$ cat src/inc/hsreg_pkg.sv
// Constants and types shared by the hot-plug register bank.
// Assumes a 10 MHz system clock that oversamples the serial bus.
package hsreg_pkg;
    // Register pointers on the serial bus
    localparam logic [7:0] REG_CTRL   = 8'h00;
    localparam logic [7:0] REG_ALERT  = 8'h01;
    localparam logic [7:0] REG_STATUS = 8'h02;
    localparam logic [7:0] REG_FAULT  = 8'h03;
    localparam logic [7:0] REG_SENSE  = 8'h04;
    localparam logic [7:0] REG_SOURCE = 8'h05;
    localparam logic [7:0] REG_AUX    = 8'h06;

    // Alert enable layout; bit 7 is reserved and reads zero
    localparam int ALERT_GPIO_OUT = 6;
    localparam logic [7:0] ALERT_WMASK = 8'h7F;
    // Fault layout; bits 7:6 reserved
    localparam int FLT_SHORT = 5;
    localparam int FLT_EN    = 4;
    localparam int FLT_PBAD  = 3;
    localparam int FLT_OC    = 2;
    localparam int FLT_UV    = 1;
    localparam int FLT_OV    = 0;
    localparam int FLT_W     = 6;
    // Control fields kept here: overcurrent retry and gpio mode
    localparam int CTRL_OC_RETRY = 2;
    localparam int CTRL_GPIO_LO  = 6;
    localparam logic [1:0] GPIO_PGOOD  = 2'b00;
    localparam logic [1:0] GPIO_PBAD   = 2'b10;
    localparam logic [1:0] GPIO_OUTPUT = 2'b01;
    localparam logic [1:0] GPIO_INPUT  = 2'b11;

    // Synchronised pin vector positions
    localparam int PIN_GPIO  = 0;
    localparam int PIN_EN_N  = 1;
    localparam int PIN_PGFB  = 2;
    localparam int PIN_UV    = 3;
    localparam int PIN_OV    = 4;
    localparam int PIN_VDDOV = 5;
    localparam int PIN_SHORT = 6;
    localparam int PIN_OCOOL = 7;
    localparam int PIN_SWON  = 8;
    localparam int PIN_SCL   = 9;
    localparam int PIN_SDA   = 10;
    localparam int PIN_W     = 11;

    // Converter scaling, for software reference
    localparam int SENSE_LSB_NV   = 151000;
    localparam int SENSE_FS_UV    = 38450;
    localparam int SOURCE_LSB_UV  = 60500;
    localparam int SOURCE_FS_MV   = 15440;
    localparam int AUX_LSB_UV     = 4820;
    localparam int AUX_FS_MV      = 1230;

    localparam logic [3:0] BITS_PER_BYTE = 4'h8;
    localparam logic [3:0] LAST_BIT      = 4'h7;

    typedef enum logic [8:0] {
        S_IDLE  = 9'h001,
        S_ADDR  = 9'h002,
        S_AACK  = 9'h004,
        S_PTR   = 9'h008,
        S_PACK  = 9'h010,
        S_WDATA = 9'h020,
        S_WACK  = 9'h040,
        S_RDATA = 9'h080,
        S_RACK  = 9'h100
    } hsreg_state_t;
endpackage

$ cat src/logic/hsreg_bank.sv
// Register bank of a hot-plug power controller behind a two-wire serial
// slave. Assumes analog comparators, converter and gate control outside;
// their levels arrive asynchronously, converter words on the local clock.
//
// Contract
// - alert bit 6 drives gpio output, resets 0
// - alert bit 5 enables switch-short alert
// - alert bit 4 enables enable-change alert
// - alert bit 3 enables power-bad alert
// - alert bit 2 enables overcurrent alert
// - alert bits 1,0 enable undervoltage, overvoltage
// - status bit 7 shows switch on
// - status bit 6 shows gpio level
// - status bit 5 shows sense above 1mV, switch off
// - status bit 4 shows enable pin inverted
// - status bit 3 shows feedback low
// - status bit 2 shows overcurrent cool-down
// - status bit 1 shows undervoltage input low
// - status bit 0 shows any overvoltage high
// - fault bit 5 records switch short
// - fault bit 4 records enable change
// - fault bit 3 records feedback went low
// - fault bit 2 records overcurrent fault
// - fault bits 1,0 record undervoltage, overvoltage
// - sense register holds 8-bit converter result
// - source register holds 8-bit converter result
// - aux register holds 8-bit converter result
// - control bit selects overcurrent retry or latch
`timescale 1ns/1ps
`default_nettype none
module hsreg_bank
    import hsreg_pkg::*;
#(
    parameter logic [6:0] DEV_ADDR   = 7'h2A,  // arbitrary default
    parameter logic [7:0] CTRL_RESET = 8'h0B
) (
    // Clock and reset
    input  wire logic       clk,
    input  wire logic       resetn,
    // Serial bus, open drain
    input  wire logic       scl_in,
    input  wire logic       sda_in,
    output logic            sda_out,
    output logic            sda_oe,
    // General-purpose pin
    input  wire logic       gpio_in,
    output logic            gpio_out,
    output logic            gpio_oe,
    // Asynchronous condition levels
    input  wire logic       enable_n_pin,
    input  wire logic       power_good_feedback,
    input  wire logic       undervoltage_input,
    input  wire logic       overvoltage_input,
    input  wire logic       supply_ov_detect,
    input  wire logic       sense_over_1mv,
    input  wire logic       overcurrent_cooldown,
    input  wire logic       pass_switch_on,
    // Converter results, local clock
    input  wire logic       adc_valid,
    input  wire logic [7:0] sense_result,
    input  wire logic [7:0] source_result,
    input  wire logic [7:0] aux_result,
    // Outputs to the controller
    output logic            overcurrent_auto_retry,
    output logic            alert
);
    typedef struct packed {
        logic [PIN_W-1:0] pin_s1;
        logic [PIN_W-1:0] pin_s2;
        logic [PIN_W-1:0] pin_d;
        hsreg_state_t     state;
        logic [3:0]       bitcnt;
        logic [7:0]       shreg;
        logic [7:0]       ptr;
        logic             rw;
        logic             mack;
        logic             sda_oe;
        logic [7:0]       ctrl;
        logic [7:0]       alert_en;
        logic [FLT_W-1:0] fault;
        logic [7:0]       sense;
        logic [7:0]       source;
        logic [7:0]       aux;
        logic             gpio_o;
        logic             gpio_e;
        logic             alert;
    } hsreg_bank_t;

    localparam hsreg_bank_t ST_RESET = '{
        state: S_IDLE, ctrl: CTRL_RESET, default: '0};

    hsreg_bank_t q;
    hsreg_bank_t next_q;

    logic [PIN_W-1:0] pins;
    logic [PIN_W-1:0] cur;
    logic [7:0]       live_status;
    logic [FLT_W-1:0] fault_set;
    logic             scl_rise;
    logic             scl_fall;
    logic             bus_start;
    logic             bus_stop;
    logic             wr_fault;
    logic [7:0]       ptr_inc;

    assign pins = {sda_in, scl_in, pass_switch_on, overcurrent_cooldown,
                   sense_over_1mv, supply_ov_detect, overvoltage_input,
                   undervoltage_input, power_good_feedback, enable_n_pin,
                   gpio_in};
    // The logic looks at the second stage and at its one-cycle delayed copy pin_d
    assign cur = q.pin_s2;

    assign live_status = {
        cur[PIN_SWON],
        cur[PIN_GPIO],
        cur[PIN_SHORT] & ~cur[PIN_SWON],
        ~cur[PIN_EN_N],
        ~cur[PIN_PGFB],
        cur[PIN_OCOOL],
        ~cur[PIN_UV],
        cur[PIN_OV] | cur[PIN_VDDOV]};

    always_comb begin
        fault_set = '0;
        fault_set[FLT_SHORT] = live_status[5]
            & ~(q.pin_d[PIN_SHORT] & ~q.pin_d[PIN_SWON]);
        fault_set[FLT_EN]    = cur[PIN_EN_N] ^ q.pin_d[PIN_EN_N];
        fault_set[FLT_PBAD]  = ~cur[PIN_PGFB] & q.pin_d[PIN_PGFB];
        fault_set[FLT_OC]    = cur[PIN_OCOOL] & ~q.pin_d[PIN_OCOOL];
        fault_set[FLT_UV]    = ~cur[PIN_UV] & q.pin_d[PIN_UV];
        fault_set[FLT_OV]    = live_status[0]
            & ~(q.pin_d[PIN_OV] | q.pin_d[PIN_VDDOV]);
    end

    assign scl_rise  = cur[PIN_SCL] & ~q.pin_d[PIN_SCL];
    assign scl_fall  = ~cur[PIN_SCL] & q.pin_d[PIN_SCL];
    assign bus_start = cur[PIN_SCL] & q.pin_d[PIN_SCL]
                     & ~cur[PIN_SDA] & q.pin_d[PIN_SDA];
    assign bus_stop  = cur[PIN_SCL] & q.pin_d[PIN_SCL]
                     & cur[PIN_SDA] & ~q.pin_d[PIN_SDA];
    assign ptr_inc   = q.ptr + 8'h01;

    function automatic logic [7:0] read_reg(input logic [7:0] a);
        logic [7:0] d;
        d = 8'h00;
        if (a == REG_CTRL) begin
            d = q.ctrl;
        end else if (a == REG_ALERT) begin
            d = q.alert_en & ALERT_WMASK;
        end else if (a == REG_STATUS) begin
            d = live_status;
        end else if (a == REG_FAULT) begin
            d = {{(8-FLT_W){1'b0}}, q.fault};
        end else if (a == REG_SENSE) begin
            d = q.sense;
        end else if (a == REG_SOURCE) begin
            d = q.source;
        end else if (a == REG_AUX) begin
            d = q.aux;
        end
        return d;
    endfunction

    always_comb begin
        next_q = q;
        wr_fault = 1'b0;
        next_q.pin_s1 = pins;
        next_q.pin_s2 = q.pin_s1;
        next_q.pin_d  = q.pin_s2;

        case (q.state)
            S_ADDR, S_PTR, S_WDATA: begin
                if (scl_rise) begin
                    next_q.shreg  = {q.shreg[6:0], cur[PIN_SDA]};
                    next_q.bitcnt = q.bitcnt + 4'h1;
                end else if (scl_fall && q.bitcnt == BITS_PER_BYTE) begin
                    next_q.bitcnt = '0;
                    next_q.sda_oe = 1'b1;
                    if (q.state == S_ADDR) begin
                        next_q.rw    = q.shreg[0];
                        next_q.state = S_AACK;
                        if (q.shreg[7:1] != DEV_ADDR) begin
                            next_q.sda_oe = 1'b0;
                            next_q.state  = S_IDLE;
                        end
                    end else if (q.state == S_PTR) begin
                        next_q.ptr   = q.shreg;
                        next_q.state = S_PACK;
                    end else begin
                        next_q.state = S_WACK;
                        if (q.ptr == REG_CTRL) begin
                            next_q.ctrl = q.shreg;
                        end else if (q.ptr == REG_ALERT) begin
                            next_q.alert_en = q.shreg & ALERT_WMASK;
                        end else if (q.ptr == REG_FAULT) begin
                            wr_fault = 1'b1;
                            next_q.fault = q.fault & q.shreg[FLT_W-1:0];
                        end else if (q.ptr == REG_SENSE) begin
                            next_q.sense = q.shreg;
                        end else if (q.ptr == REG_SOURCE) begin
                            next_q.source = q.shreg;
                        end else if (q.ptr == REG_AUX) begin
                            next_q.aux = q.shreg;
                        end
                    end
                end
            end
            S_AACK, S_PACK, S_WACK: begin
                if (scl_fall) begin
                    next_q.sda_oe = 1'b0;
                    next_q.bitcnt = '0;
                    if (q.state == S_AACK && q.rw) begin
                        next_q.shreg  = read_reg(q.ptr);
                        next_q.sda_oe = ~next_q.shreg[7];
                        next_q.state  = S_RDATA;
                    end else if (q.state == S_AACK) begin
                        next_q.state = S_PTR;
                    end else begin
                        // Auto-increment lets a burst fill neighbours
                        if (q.state == S_WACK) begin
                            next_q.ptr = ptr_inc;
                        end
                        next_q.state = S_WDATA;
                    end
                end
            end
            S_RDATA: begin
                if (scl_fall) begin
                    if (q.bitcnt == LAST_BIT) begin
                        next_q.sda_oe = 1'b0;
                        next_q.state  = S_RACK;
                    end else begin
                        next_q.shreg  = {q.shreg[6:0], 1'b0};
                        next_q.sda_oe = ~q.shreg[6];
                        next_q.bitcnt = q.bitcnt + 4'h1;
                    end
                end
            end
            S_RACK: begin
                if (scl_rise) begin
                    next_q.mack = ~cur[PIN_SDA];
                end else if (scl_fall) begin
                    next_q.bitcnt = '0;
                    if (q.mack) begin
                        next_q.ptr    = ptr_inc;
                        next_q.shreg  = read_reg(ptr_inc);
                        next_q.sda_oe = ~next_q.shreg[7];
                        next_q.state  = S_RDATA;
                    end else begin
                        next_q.state = S_IDLE;
                    end
                end
            end
            default: begin
                next_q.state = S_IDLE;
            end
        endcase

        // Start and stop override any byte in progress
        if (bus_start) begin
            next_q.state  = S_ADDR;
            next_q.bitcnt = '0;
            next_q.sda_oe = 1'b0;
        end else if (bus_stop) begin
            next_q.state  = S_IDLE;
            next_q.sda_oe = 1'b0;
        end

        // a new event beats a same-cycle clear
        next_q.fault = next_q.fault | fault_set;

        // converter update wins over host write
        if (adc_valid) begin
            next_q.sense  = sense_result;
            next_q.source = source_result;
            next_q.aux    = aux_result;
        end

        next_q.alert = |(q.fault & q.alert_en[FLT_W-1:0]);

        next_q.gpio_e = 1'b1;
        case (q.ctrl[CTRL_GPIO_LO +: 2])
            GPIO_PGOOD:  next_q.gpio_o = ~live_status[3];
            GPIO_PBAD:   next_q.gpio_o = live_status[3];
            GPIO_OUTPUT: next_q.gpio_o = q.alert_en[ALERT_GPIO_OUT];
            default: begin
                next_q.gpio_o = 1'b0;
                next_q.gpio_e = 1'b0;
            end
        endcase
    end

    always_ff @(posedge clk or negedge resetn) begin
        if (!resetn) begin
            q <= ST_RESET;
        end else begin
            q <= next_q;
        end
    end

    // Open drain: the line is only ever pulled low
    assign sda_out  = 1'b0;
    assign sda_oe   = q.sda_oe;
    assign gpio_out = q.gpio_o;
    assign gpio_oe  = q.gpio_e;
    assign overcurrent_auto_retry = q.ctrl[CTRL_OC_RETRY];
    assign alert = q.alert;

    property p_gpio_drive;
        @(posedge clk) disable iff (!resetn)
        q.ctrl[CTRL_GPIO_LO +: 2] == GPIO_OUTPUT
            |=> gpio_oe && gpio_out == $past(q.alert_en[ALERT_GPIO_OUT]);
    endproperty
    a_gpio_drive: assert property (p_gpio_drive)
        else $error("gpio output does not follow alert bit 6");

    property p_alert_on;
        @(posedge clk) disable iff (!resetn)
        |(q.fault & q.alert_en[FLT_W-1:0]) |=> alert;
    endproperty
    a_alert_on: assert property (p_alert_on)
        else $error("alert missing for enabled fault");

    property p_alert_masked;
        @(posedge clk) disable iff (!resetn)
        (q.alert_en[FLT_W-1:0] == '0) ##1 (q.alert_en[FLT_W-1:0] == '0)
            |-> !alert;
    endproperty
    a_alert_masked: assert property (p_alert_masked)
        else $error("alert raised with all enables clear");

    property p_switch_status;
        @(posedge clk) disable iff (!resetn)
        pass_switch_on [*4] |-> live_status[7] && !live_status[5];
    endproperty
    a_switch_status: assert property (p_switch_status)
        else $error("switch status or short flag wrong while on");

    property p_enable_status;
        @(posedge clk) disable iff (!resetn)
        !enable_n_pin [*4] |-> live_status[4];
    endproperty
    a_enable_status: assert property (p_enable_status)
        else $error("enable status not set with pin low");

    property p_en_change;
        @(posedge clk) disable iff (!resetn)
        $changed(q.pin_s2[PIN_EN_N]) |=> q.fault[FLT_EN];
    endproperty
    a_en_change: assert property (p_en_change)
        else $error("enable change not recorded");

    property p_fb_low;
        @(posedge clk) disable iff (!resetn)
        $fell(q.pin_s2[PIN_PGFB]) |=> q.fault[FLT_PBAD] [*2];
    endproperty
    a_fb_low: assert property (p_fb_low)
        else $error("power bad not recorded or lost");

    property p_fault_sticky;
        @(posedge clk) disable iff (!resetn)
        q.fault[FLT_OC] && !wr_fault |=> q.fault[FLT_OC];
    endproperty
    a_fault_sticky: assert property (p_fault_sticky)
        else $error("fault bit dropped without host write");

    property p_adc_load;
        @(posedge clk) disable iff (!resetn)
        adc_valid |=> q.sense == $past(sense_result)
            && q.aux == $past(aux_result);
    endproperty
    a_adc_load: assert property (p_adc_load)
        else $error("converter result not captured");

    c_write: cover property (@(posedge clk) disable iff (!resetn)
        q.state == S_WACK);
    c_read: cover property (@(posedge clk) disable iff (!resetn)
        q.state == S_RACK ##1 q.state == S_RDATA);
    c_alert: cover property (@(posedge clk) disable iff (!resetn)
        $rose(alert));
endmodule
`default_nettype wire

$ cat config.mk
export PLATFORM = sky130hd
export DESIGN_NAME = hsreg_bank
export DESIGN_NICKNAME = d
export VERILOG_FILES = /design/src/inc/hsreg_pkg.sv /design/src/logic/hsreg_bank.sv
export SDC_FILE = /design/constraint.sdc
export NUM_CORES = 1
export LEC_CHECK = 0
export BUFFER_PORTS_ARGS = -buffer_cell sky130_fd_sc_hd__buf_2
export CAP_MARGIN = 20
export CELL_PAD_IN_SITES_DETAIL_PLACEMENT = 1
export CELL_PAD_IN_SITES_GLOBAL_PLACEMENT = 2
export CORE_MARGIN = 8
export CORE_UTILIZATION = 41
export CTS_CLUSTER_DIAMETER = 30
export DETAILED_ROUTE_END_ITERATION = 10
export HOLD_SLACK_MARGIN = 0.15
export PLACE_DENSITY_LB_ADDON = 0.1
export SETUP_SLACK_MARGIN = 0.02
export SLEW_MARGIN = 10
export SYNTH_ARGS = -nofsm -noshare
export SYNTH_HDL_FRONTEND = slang
export SYNTH_SLANG_ARGS = --single-unit
$ cat constraint.sdc
create_clock -name clk -period 4.3 [get_ports clk]
set_input_delay 0.215 -clock clk [delete_from_list [all_inputs] [get_ports clk]]
set_output_delay 0.215 -clock clk [all_outputs]
set_load 0.05 [all_outputs]
Word level (Yosys, flattened, before mapping). Cells that the tools add are included.

Bitwise logic cells: 39. Multiplexer cells: 84. Eq/ne operators: 62. Reduce and logical (&&, ||, !) cells: 30. Add/sub/neg operators: 2.

Operator list (number): 8-bit 2-to-1 mux (35); 47-bit 2-to-1 mux (2); 46-bit 2-to-1 mux (2); 29-bit 2-to-1 mux (3); 9-bit 2-to-1 mux (7); 30-bit 2-to-1 mux (2); 8-bit by 3-bit equality test with 1-bit output (second input constant) (6); 24-bit 2-to-1 mux (2); 12-bit one-hot mux with 4 select lines (1); 2-bit inequality test (second input constant) (23); 37-bit 2-to-1 mux (1); 4-bit inequality test (second input constant) (9); 9-bit one-hot mux with 4 select lines (1); 8-bit by 2-bit equality test with 1-bit output (second input constant) (4); 16-bit 2-to-1 mux (2); 8-bit one-hot mux with 3 select lines (1); 21-bit 2-to-1 mux (1); 7-bit AND reduction (3); 1-bit NOT (19); 9-bit AND reduction (2); 8-bit by 1-bit equality test with 1-bit output (second input constant) (2); 8-bit zero test (2); 3-bit inequality test (second input constant) (5); 1-bit bitwise AND (14); 44 further kinds (68).

Input bits: 38. Output and inout bits: 6. Bits in registers: 113. Logic and storage cells: 236.

Depth between registers and ports, before layout. Gate-level depths: netlist of the first run.

Word-level depth: 20. Depth in mapped cells: 11. Mapped depth without buffers: 9.

Worst setup path before layout of the first run. OpenSTA, ideal clock, no wires.

Path kind: flip-flop to flip-flop. Start: register q[76] (netlist bit). End: register q[53] (netlist bit). Data required time: 4.172 ns. Arrival time: 2.262 ns. Slack: 1.911 ns. Period minus slack after synthesis: 2.389 ns. Setup time: 0.128 ns. Stages on the path, launching flop included: 10. Path through: dfrtp_1 > buf_6 > nor4_4 > nand4_2 > o21ai_1 > a21boi_2 > a2bb2oi_4 > or2_1 > buf_4 > mux2_1.

Longest elaborated chain between the ends: 4. Elaborated cells between the ends (all ways): 24. Classes of those cells: eq/ne: 18; mux: 1; reduce/logical: 5.

RTL lines: start, declared (RTL line hsreg_bank.sv:92) `hsreg_bank_t q;`; start signal, assigned (RTL line hsreg_bank.sv:297) `q <= next_q;`; 9-bit by 3-bit equality test with 1-bit output, or another cell as far along (RTL line hsreg_bank.sv:171, hsreg_bank.sv:212, hsreg_bank.sv:216); 3-bit OR reduction or 1-bit logical AND (tied branches) (RTL line hsreg_bank.sv:171, hsreg_bank.sv:212); 2-bit inequality test (no line) or 3-bit nonzero test (tied branches); 12-bit AND reduction (no line).

Several ways; a longest one is shown, not always the timed one. A chain may end at the register's enable or synchronous reset.

Final worst setup path of the first run.
Start: register q[52] (netlist bit). End: register q (netlist bit sda_oe).

Longest elaborated chain between the ends: 20. Elaborated cells between the ends (all ways): 46. Classes of those cells: add/sub: 1; eq/ne: 12; mux: 29; bitwise: 2; reduce/logical: 2.

RTL lines: 8-bit by 1-bit adder with 8-bit output (RTL line hsreg_bank.sv:141) `assign ptr_inc = q.ptr + 8'h01;`; 8-bit by 3-bit equality test with 1-bit output (RTL line hsreg_bank.sv:158) `end else if (a == REG_AUX) begin`; 8-bit 2-to-1 mux (RTL line hsreg_bank.sv:158); 8-bit 2-to-1 mux (RTL line hsreg_bank.sv:156) `end else if (a == REG_SOURCE) begin`; 8-bit 2-to-1 mux (RTL line hsreg_bank.sv:154) `end else if (a == REG_SENSE) begin`; 8-bit 2-to-1 mux (RTL line hsreg_bank.sv:152) `end else if (a == REG_FAULT) begin`; 8-bit 2-to-1 mux (RTL line hsreg_bank.sv:150) `end else if (a == REG_STATUS) begin`; 8-bit 2-to-1 mux (RTL line hsreg_bank.sv:148) `end else if (a == REG_ALERT) begin`; (+4 left out); 8-bit 2-to-1 mux (RTL line hsreg_bank.sv:171) `case (q.state)`; 1-bit NOT (RTL line hsreg_bank.sv:247) `next_q.sda_oe = ~next_q.shreg[7];`; 1-bit 2-to-1 mux (RTL line hsreg_bank.sv:244) `if (q.mack) begin`; 1-bit 2-to-1 mux (RTL line hsreg_bank.sv:242) `end else if (scl_fall) begin`; 1-bit 2-to-1 mux (RTL line hsreg_bank.sv:240) `if (scl_rise) begin`; 1-bit one-hot mux with 4 select lines (*) (RTL line hsreg_bank.sv:171); 1-bit 2-to-1 mux (*) (RTL line hsreg_bank.sv:264) `end else if (bus_stop) begin`; 1-bit 2-to-1 mux (*) (RTL line hsreg_bank.sv:260) `if (bus_start) begin`.

Mark *: on every way between the ends. The rest lies on a longest branch, timed or not. The select of a mux whose other input is x is not followed.

==> results.json, run 1 <==
{
  "wl_per_cell_um": 24.0,
  "port_buffers": 42,
  "grt.total_usage_pct": 23.3,
  "pre_cts_ws_ps": 990,
  "synth.avg_cell_area_um2": 9.21,
  "clock-root-buffer": "clkbuf_16",
  "period_minus_slack_ps": 3330,
  "grt_max_degree": 66,
  "fmax_mhz": 300,
  "ir_drop_mv": 0.217,
  "synthTopCellsByArea": "dfrtp_1, a22oi_1, o21ai_0",
  "worstHoldPathCells": 4,
  "yosys_most_used_dff": "dfrtp_1",
  "fillCellCount": 1739,
  "relSlewSlack_pct": 32.9,
  "drive_gt1_share_pct": 14.9,
  "ctsLongestPathBuffers": 2,
  "rsz0062_at_grt": "no",
  "worstSetupPathType": "flop to flop",
  "gp_congestion": 0.915,
  "die_width_um": 141,
  "tightest_slew_ps": 1010,
  "synth.most_common_cell": "dfrtp_1",
  "setup_violations": 0,
  "synth_edf_count": 0,
  "die_y_um": 141,
  "maxCapViolCount": 0,
  "clock-sinks": 112,
  "grt_pass1_vias": 6198,
  "grt_overflow_total": 0,
  "vias_per_cell": 6.37,
  "ys_ff_latch": 112,
  "cp.required_ps": 4540,
  "worstReg2RegEnd": "sda_oe",
  "status": "finished, final reports clean",
  "design.core.area_um2": 15200,
  "drc": 0,
  "drt-initial-drc-count": 576,
  "post_cts_resized": 0,
  "path_max_fanout": 19,
  "path_clk_slew_ps": 90,
  "htreeDepth": 3,
  "post-route-period-util_pct": 77.5,
  "hp-class": "input pin to flop",
  "slew_violations": 0,
  "grt_pass1_wl_um": 35800,
  "setup_tns_ps": 0,
  "synth_nets": 739,
  "ys_seq_area_share_pct": 44.0,
  "syn_to_final_growth_pct": 15.5,
  "n_antenna_cell": 0,
  "place_area_um2": 6700,
  "row_count": 45,
  "synth_top_area_cell": "dfrtp_1",
  "rrSetupSlack_ps": 970,
  "ys_warn_count": 0,
  "fin_util_pct": 48.5,
  "synthCells": 693,
  "synthesis.area_um2": 6380,
  "start_kind": "flop",
  "drtPass1Iterations": 6,
  "hp-start": "sense_result[4]",
  "synth_top_area_share_pct": 42.3,
  "tritoncts": "done",
  "synth_common_cells": "dfrtp_1, nand2_1, o21ai_0, nor2_1, a22oi_1",
  "routed-via-count": 5981,
  "p_per_area_nw_per_um2": 304,
  "power.total_uw": 2240,
  "nNetsFinal": 792,
  "start_util_pct": 42.0,
  "num_io_pins": 44,
  "hold_end": "q[23]",
  "numCtsBuffers": 9,
  "hold_violations": 0,
  "r2r_start": "q[52]",
  "postRouteAntennaNets": 0,
  "r2r_cells": 9,
  "hpwl_um": 15900,
  "antenna_found_initial": 0,
  "wl_um": 22600,
  "timing.final.ws_setup_ps": 966,
  "cellLeakagePower_uw": 0.00299,
  "synthArstFlopShare_pct": 100,
  "worstPathArrival_ps": 3580,
  "ys_types": 84,
  "worstSkewPairLatency_ps": 370,
  "skew_ps": 7.88,
  "die_area_um2": 19800,
  "final_area_um2": 7370,
  "cp-end-kind": "flop"
}
==> cells in the final DEF, fill, tap and decap left out, types with 9 or more instances in the layout <==
cell type,n
a211oi_1,9
a21oi_1,34
a221oi_1,11
a22oi_1,44
a31oi_1,11
buf_2,41
buf_4,11
clkbuf_16,9
dfrtp_1,108
dlygate4sd3_1,35
inv_1,16
mux2_2,18
nand2_1,79
nand3_1,22
nor2_1,51
nor2b_1,10
o211ai_1,9
o21ai_0,65
o22ai_1,10
o31ai_1,11
==> timing repair <==
item                                    in CTS  in global routing
hold endpoints to repair                    95                  0
buffers inserted                             0                  0
hold buffers                                35                  0
endpoints found under the setup margin       0                  0
==> worst max path at each step <==
stage | depth (start not counted) | from | to | slack [ps]
floorplan | 9 | q[76] | q[53] | 1910
global placement | 9 | q[52] | sda_oe | 1050
detailed placement | 9 | q[52] | sda_oe | 990
CTS | 9 | q[52] | sda_oe | 950
global route | 8 | q[52] | q[23] | 730
finish | 9 | q[52] | sda_oe | 970
==> kinds of logic after synthesis <==
family / synth area share [%]
AOI/OAI and AO/OA: 27.1
and+or+nand+nor: 18.1
DFF: 44.0
buffers and inverters: 4.20
muxes: 4.02
adders and majority gates: 1.57
xor gates and xnor gates: 0.961
other: 0.0588
==> registers in the layout (all words and copies together) (netlist names) <==
name                    count
overcurrent_auto_retry      1
alert                       1
sda_oe                      1
gpio_oe                     1
next_q                     11
q                          85
cur                        11
gpio_out                    1
==> report_power, final <==
group          total, µW  switching (µW)  internal [µW]  leakage, µW
clock network        914             482            432     0.000155
logic                161            85.5           75.5      0.00144
registers           1170            70.5           1100      0.00139
total               2240             638           1600      0.00299
==> stage by stage <==
step,instances,hold slack (ps)
after global routing,939,202
final,939,215
after global placement,888,324
after detailed placement,888,325
after floorplan,693,-80.6
after CTS,939,203
==> cell type report <==
type / count / area, µm² / share of cell area [%]
Timing Repair Buffer: 87 / 638 / 8.66
Clock buffer: 9 / 225 / 3.06
Sequential cell: 112 / 2810 / 38.1
Inverter: 17 / 63.8 / 0.866
Clock inverter: 7 / 93.8 / 1.27
Multi-Input combinational cell: 519 / 3310 / 44.9
Tap cell: 188 / 235 / 3.19
==> routing by layer <==
metal | track usage, % | up-vias | share of wire [%]
li1 | - | 2697 | -
met1 | 29.5 | 3049 | 44
met5 | 0 | - | 0
met4 | 10.0 | 0 | 3.5
met2 | 37.6 | 186 | 48
met3 | 5.03 | 49 | 5.0
==> critical path, stage by stage, from the launching register on <==
cell,delay (ps)
dfrtp_1,550
inv_1,160
ha_1,500
nor2_1,700
a31oi_1,170
o32ai_1,410
nand2_1,140
and3_1,200
a211oi_1,210
o22ai_1,140
(Power assumes the default switching activity.)
==> inputs of run 2 (changes only) <==
--- a/config.mk
+++ b/config.mk
@@ -10,7 +10,7 @@
 export CELL_PAD_IN_SITES_DETAIL_PLACEMENT = 1
 export CELL_PAD_IN_SITES_GLOBAL_PLACEMENT = 2
 export CORE_MARGIN = 8
-export CORE_UTILIZATION = 41
+export CORE_UTILIZATION = 35
 export CTS_CLUSTER_DIAMETER = 30
 export DETAILED_ROUTE_END_ITERATION = 10
 export HOLD_SLACK_MARGIN = 0.15
==> constraint.sdc (replaced) <==
create_clock -name clk -period 2.93 [get_ports clk]
set_input_delay 0.1465 -clock clk [delete_from_list [all_inputs] [get_ports clk]]
set_output_delay 0.1465 -clock clk [all_outputs]
set_load 0.05 [all_outputs]
==> results.json, run 2 (synthesis gave the netlist of run 1 again) <==
{
  "vias_per_cell": 5.94,
  "largest_register_ff_count": 85,
  "final_cell_mix": "dfrtp_1, nand2_1, o21ai_0, nor2_1, buf_4",
  "tritoncts": "done",
  "pre_cts_ws_ps": 153,
  "period_minus_slack_ps": 2680,
  "die_y_um": 151,
  "antenna_found_initial": 0,
  "start_util_pct": 35.7,
  "hpwl_um": 17900,
  "status": "finished, final reports clean",
  "numCtsBuffers": 9,
  "setup_violations": 0,
  "grt_pass1_wl_um": 37800,
  "drc": 0,
  "grt_pass1_vias": 6419,
  "timing.final.ws_setup_ps": 248,
  "grt_max_degree": 61,
  "wl_um": 24100,
  "worstHoldPathCells": 0,
  "clock-root-buffer": "clkbuf_16",
  "fillCellCount": 2051,
  "cellLeakagePower_uw": 0.00318,
  "worstPathArrival_ps": 2940,
  "ctsLongestPathBuffers": 2,
  "p_per_area_nw_per_um2": 422,
  "ir_drop_mv": 0.315,
  "grt.total_usage_pct": 21.9,
  "cp-end-kind": "flop",
  "syn_to_final_growth_pct": 21.2,
  "n_antenna_cell": 0,
  "hold_violations": 0,
  "port_buffers": 42,
  "post-route-period-util_pct": 91.5,
  "slew_violations": 0,
  "gp_congestion": 0.969,
  "grt_overflow_total": 0,
  "drtPass1Iterations": 5,
  "relSlewSlack_pct": 50.3,
  "setup_tns_ps": 0,
  "fmax_mhz": 373,
  "clock-sinks": 112,
  "r2r_cells": 8,
  "power.total_uw": 3260,
  "skew_ps": 11.3,
  "die_width_um": 151,
  "design.core.area_um2": 17900,
  "cts_setup_buffers": 0,
  "num_io_pins": 44,
  "top_register": "q",
  "final_common_cell": "dfrtp_1",
  "worstSkewPairLatency_ps": 370,
  "path_clk_slew_ps": 90,
  "postRouteAntennaNets": 0,
  "start_kind": "flop",
  "maxCapViolCount": 0,
  "routed-via-count": 6044,
  "worstSetupPathType": "flop to flop",
  "hp-class": "flop to flop",
  "row_count": 49,
  "path_max_fanout": 12,
  "wl_per_cell_um": 23.7,
  "die_area_um2": 22800,
  "htreeDepth": 3,
  "rsz0062_at_grt": "no",
  "cp.required_ps": 3190,
  "drive_gt1_share_pct": 19.1,
  "tightest_slew_ps": 746,
  "place_area_um2": 7040,
  "final_area_um2": 7730,
  "drt-initial-drc-count": 428,
  "nNetsFinal": 830
}
run 2: changes by cell type in the layout (fill, tap and decap cells not counted), sizes merged:
cell,delta
dlygate4sd3,+1
buf,+37
inv,-2
clkinv,+2
run 2: critical path: stages, from the launching register on:
cell	delay [ps]
dfrtp_1	520
nor4_4	430
buf_4	230
nand4_1	130
and3_4	290
a21boi_2	220
a2bb2oi_4	150
or2_1	270
mux2_1	350
run 2: path summary, 6_finish.rpt:
kind                             from  endpoint  slack (ps)
setup / recovery                q[76]     q[53]         250
hold / removal             next_q[92]    cur[0]         350
setup reg to reg                q[76]     q[53]         250
hold reg to reg            next_q[92]    cur[0]         350
max in group asynchronous      resetn     q[41]        1740
min in group asynchronous      resetn    cur[5]         370
run 2: through the flow:
step | hold slack [ps] | cells | util [%]
floorplan | -149 | 693 | -
global placement | 240 | 966 | 39.3
detailed placement | 253 | 966 | 39.3
CTS | 353 | 1018 | 43.1
global route | 364 | 1018 | 43.2
finish | 354 | 1018 | 43.2
run 2: routing by layer:
metal	track usage (%)	wire (µm)
met5	0	0
met4	9.85	784
met3	3.56	938
met2	37.0	12000
met1	27.0	10400
run 2: area by class of cell:
type	instances	area [µm²]	area share, %
clock buffers	9	225	2.91
clock inverters	7	88.8	1.15
inverters	17	63.8	0.825
multi-input cells	519	3320	43.0
flip-flops and latches	112	2810	36.3
well taps	229	287	3.71
repair buffers	125	938	12.1
run 2: report_power, final:
group / total (µW) / leakage [µW] / switching, µW / internal, µW
registers: 1710 / 0.00139 / 102 / 1610
logic: 252 / 0.00164 / 133 / 119
clock network: 1300 / 0.000153 / 680 / 619
run 2: timing repair:
| action | 4_1_cts | 5_1_grt |
|---|---|---|
| setup endpoints to repair | 0 | 5 |
| hold endpoints to repair | 84 | 0 |
| gates resized for setup | 0 | 3 |
| hold buffers | 36 | 0 |
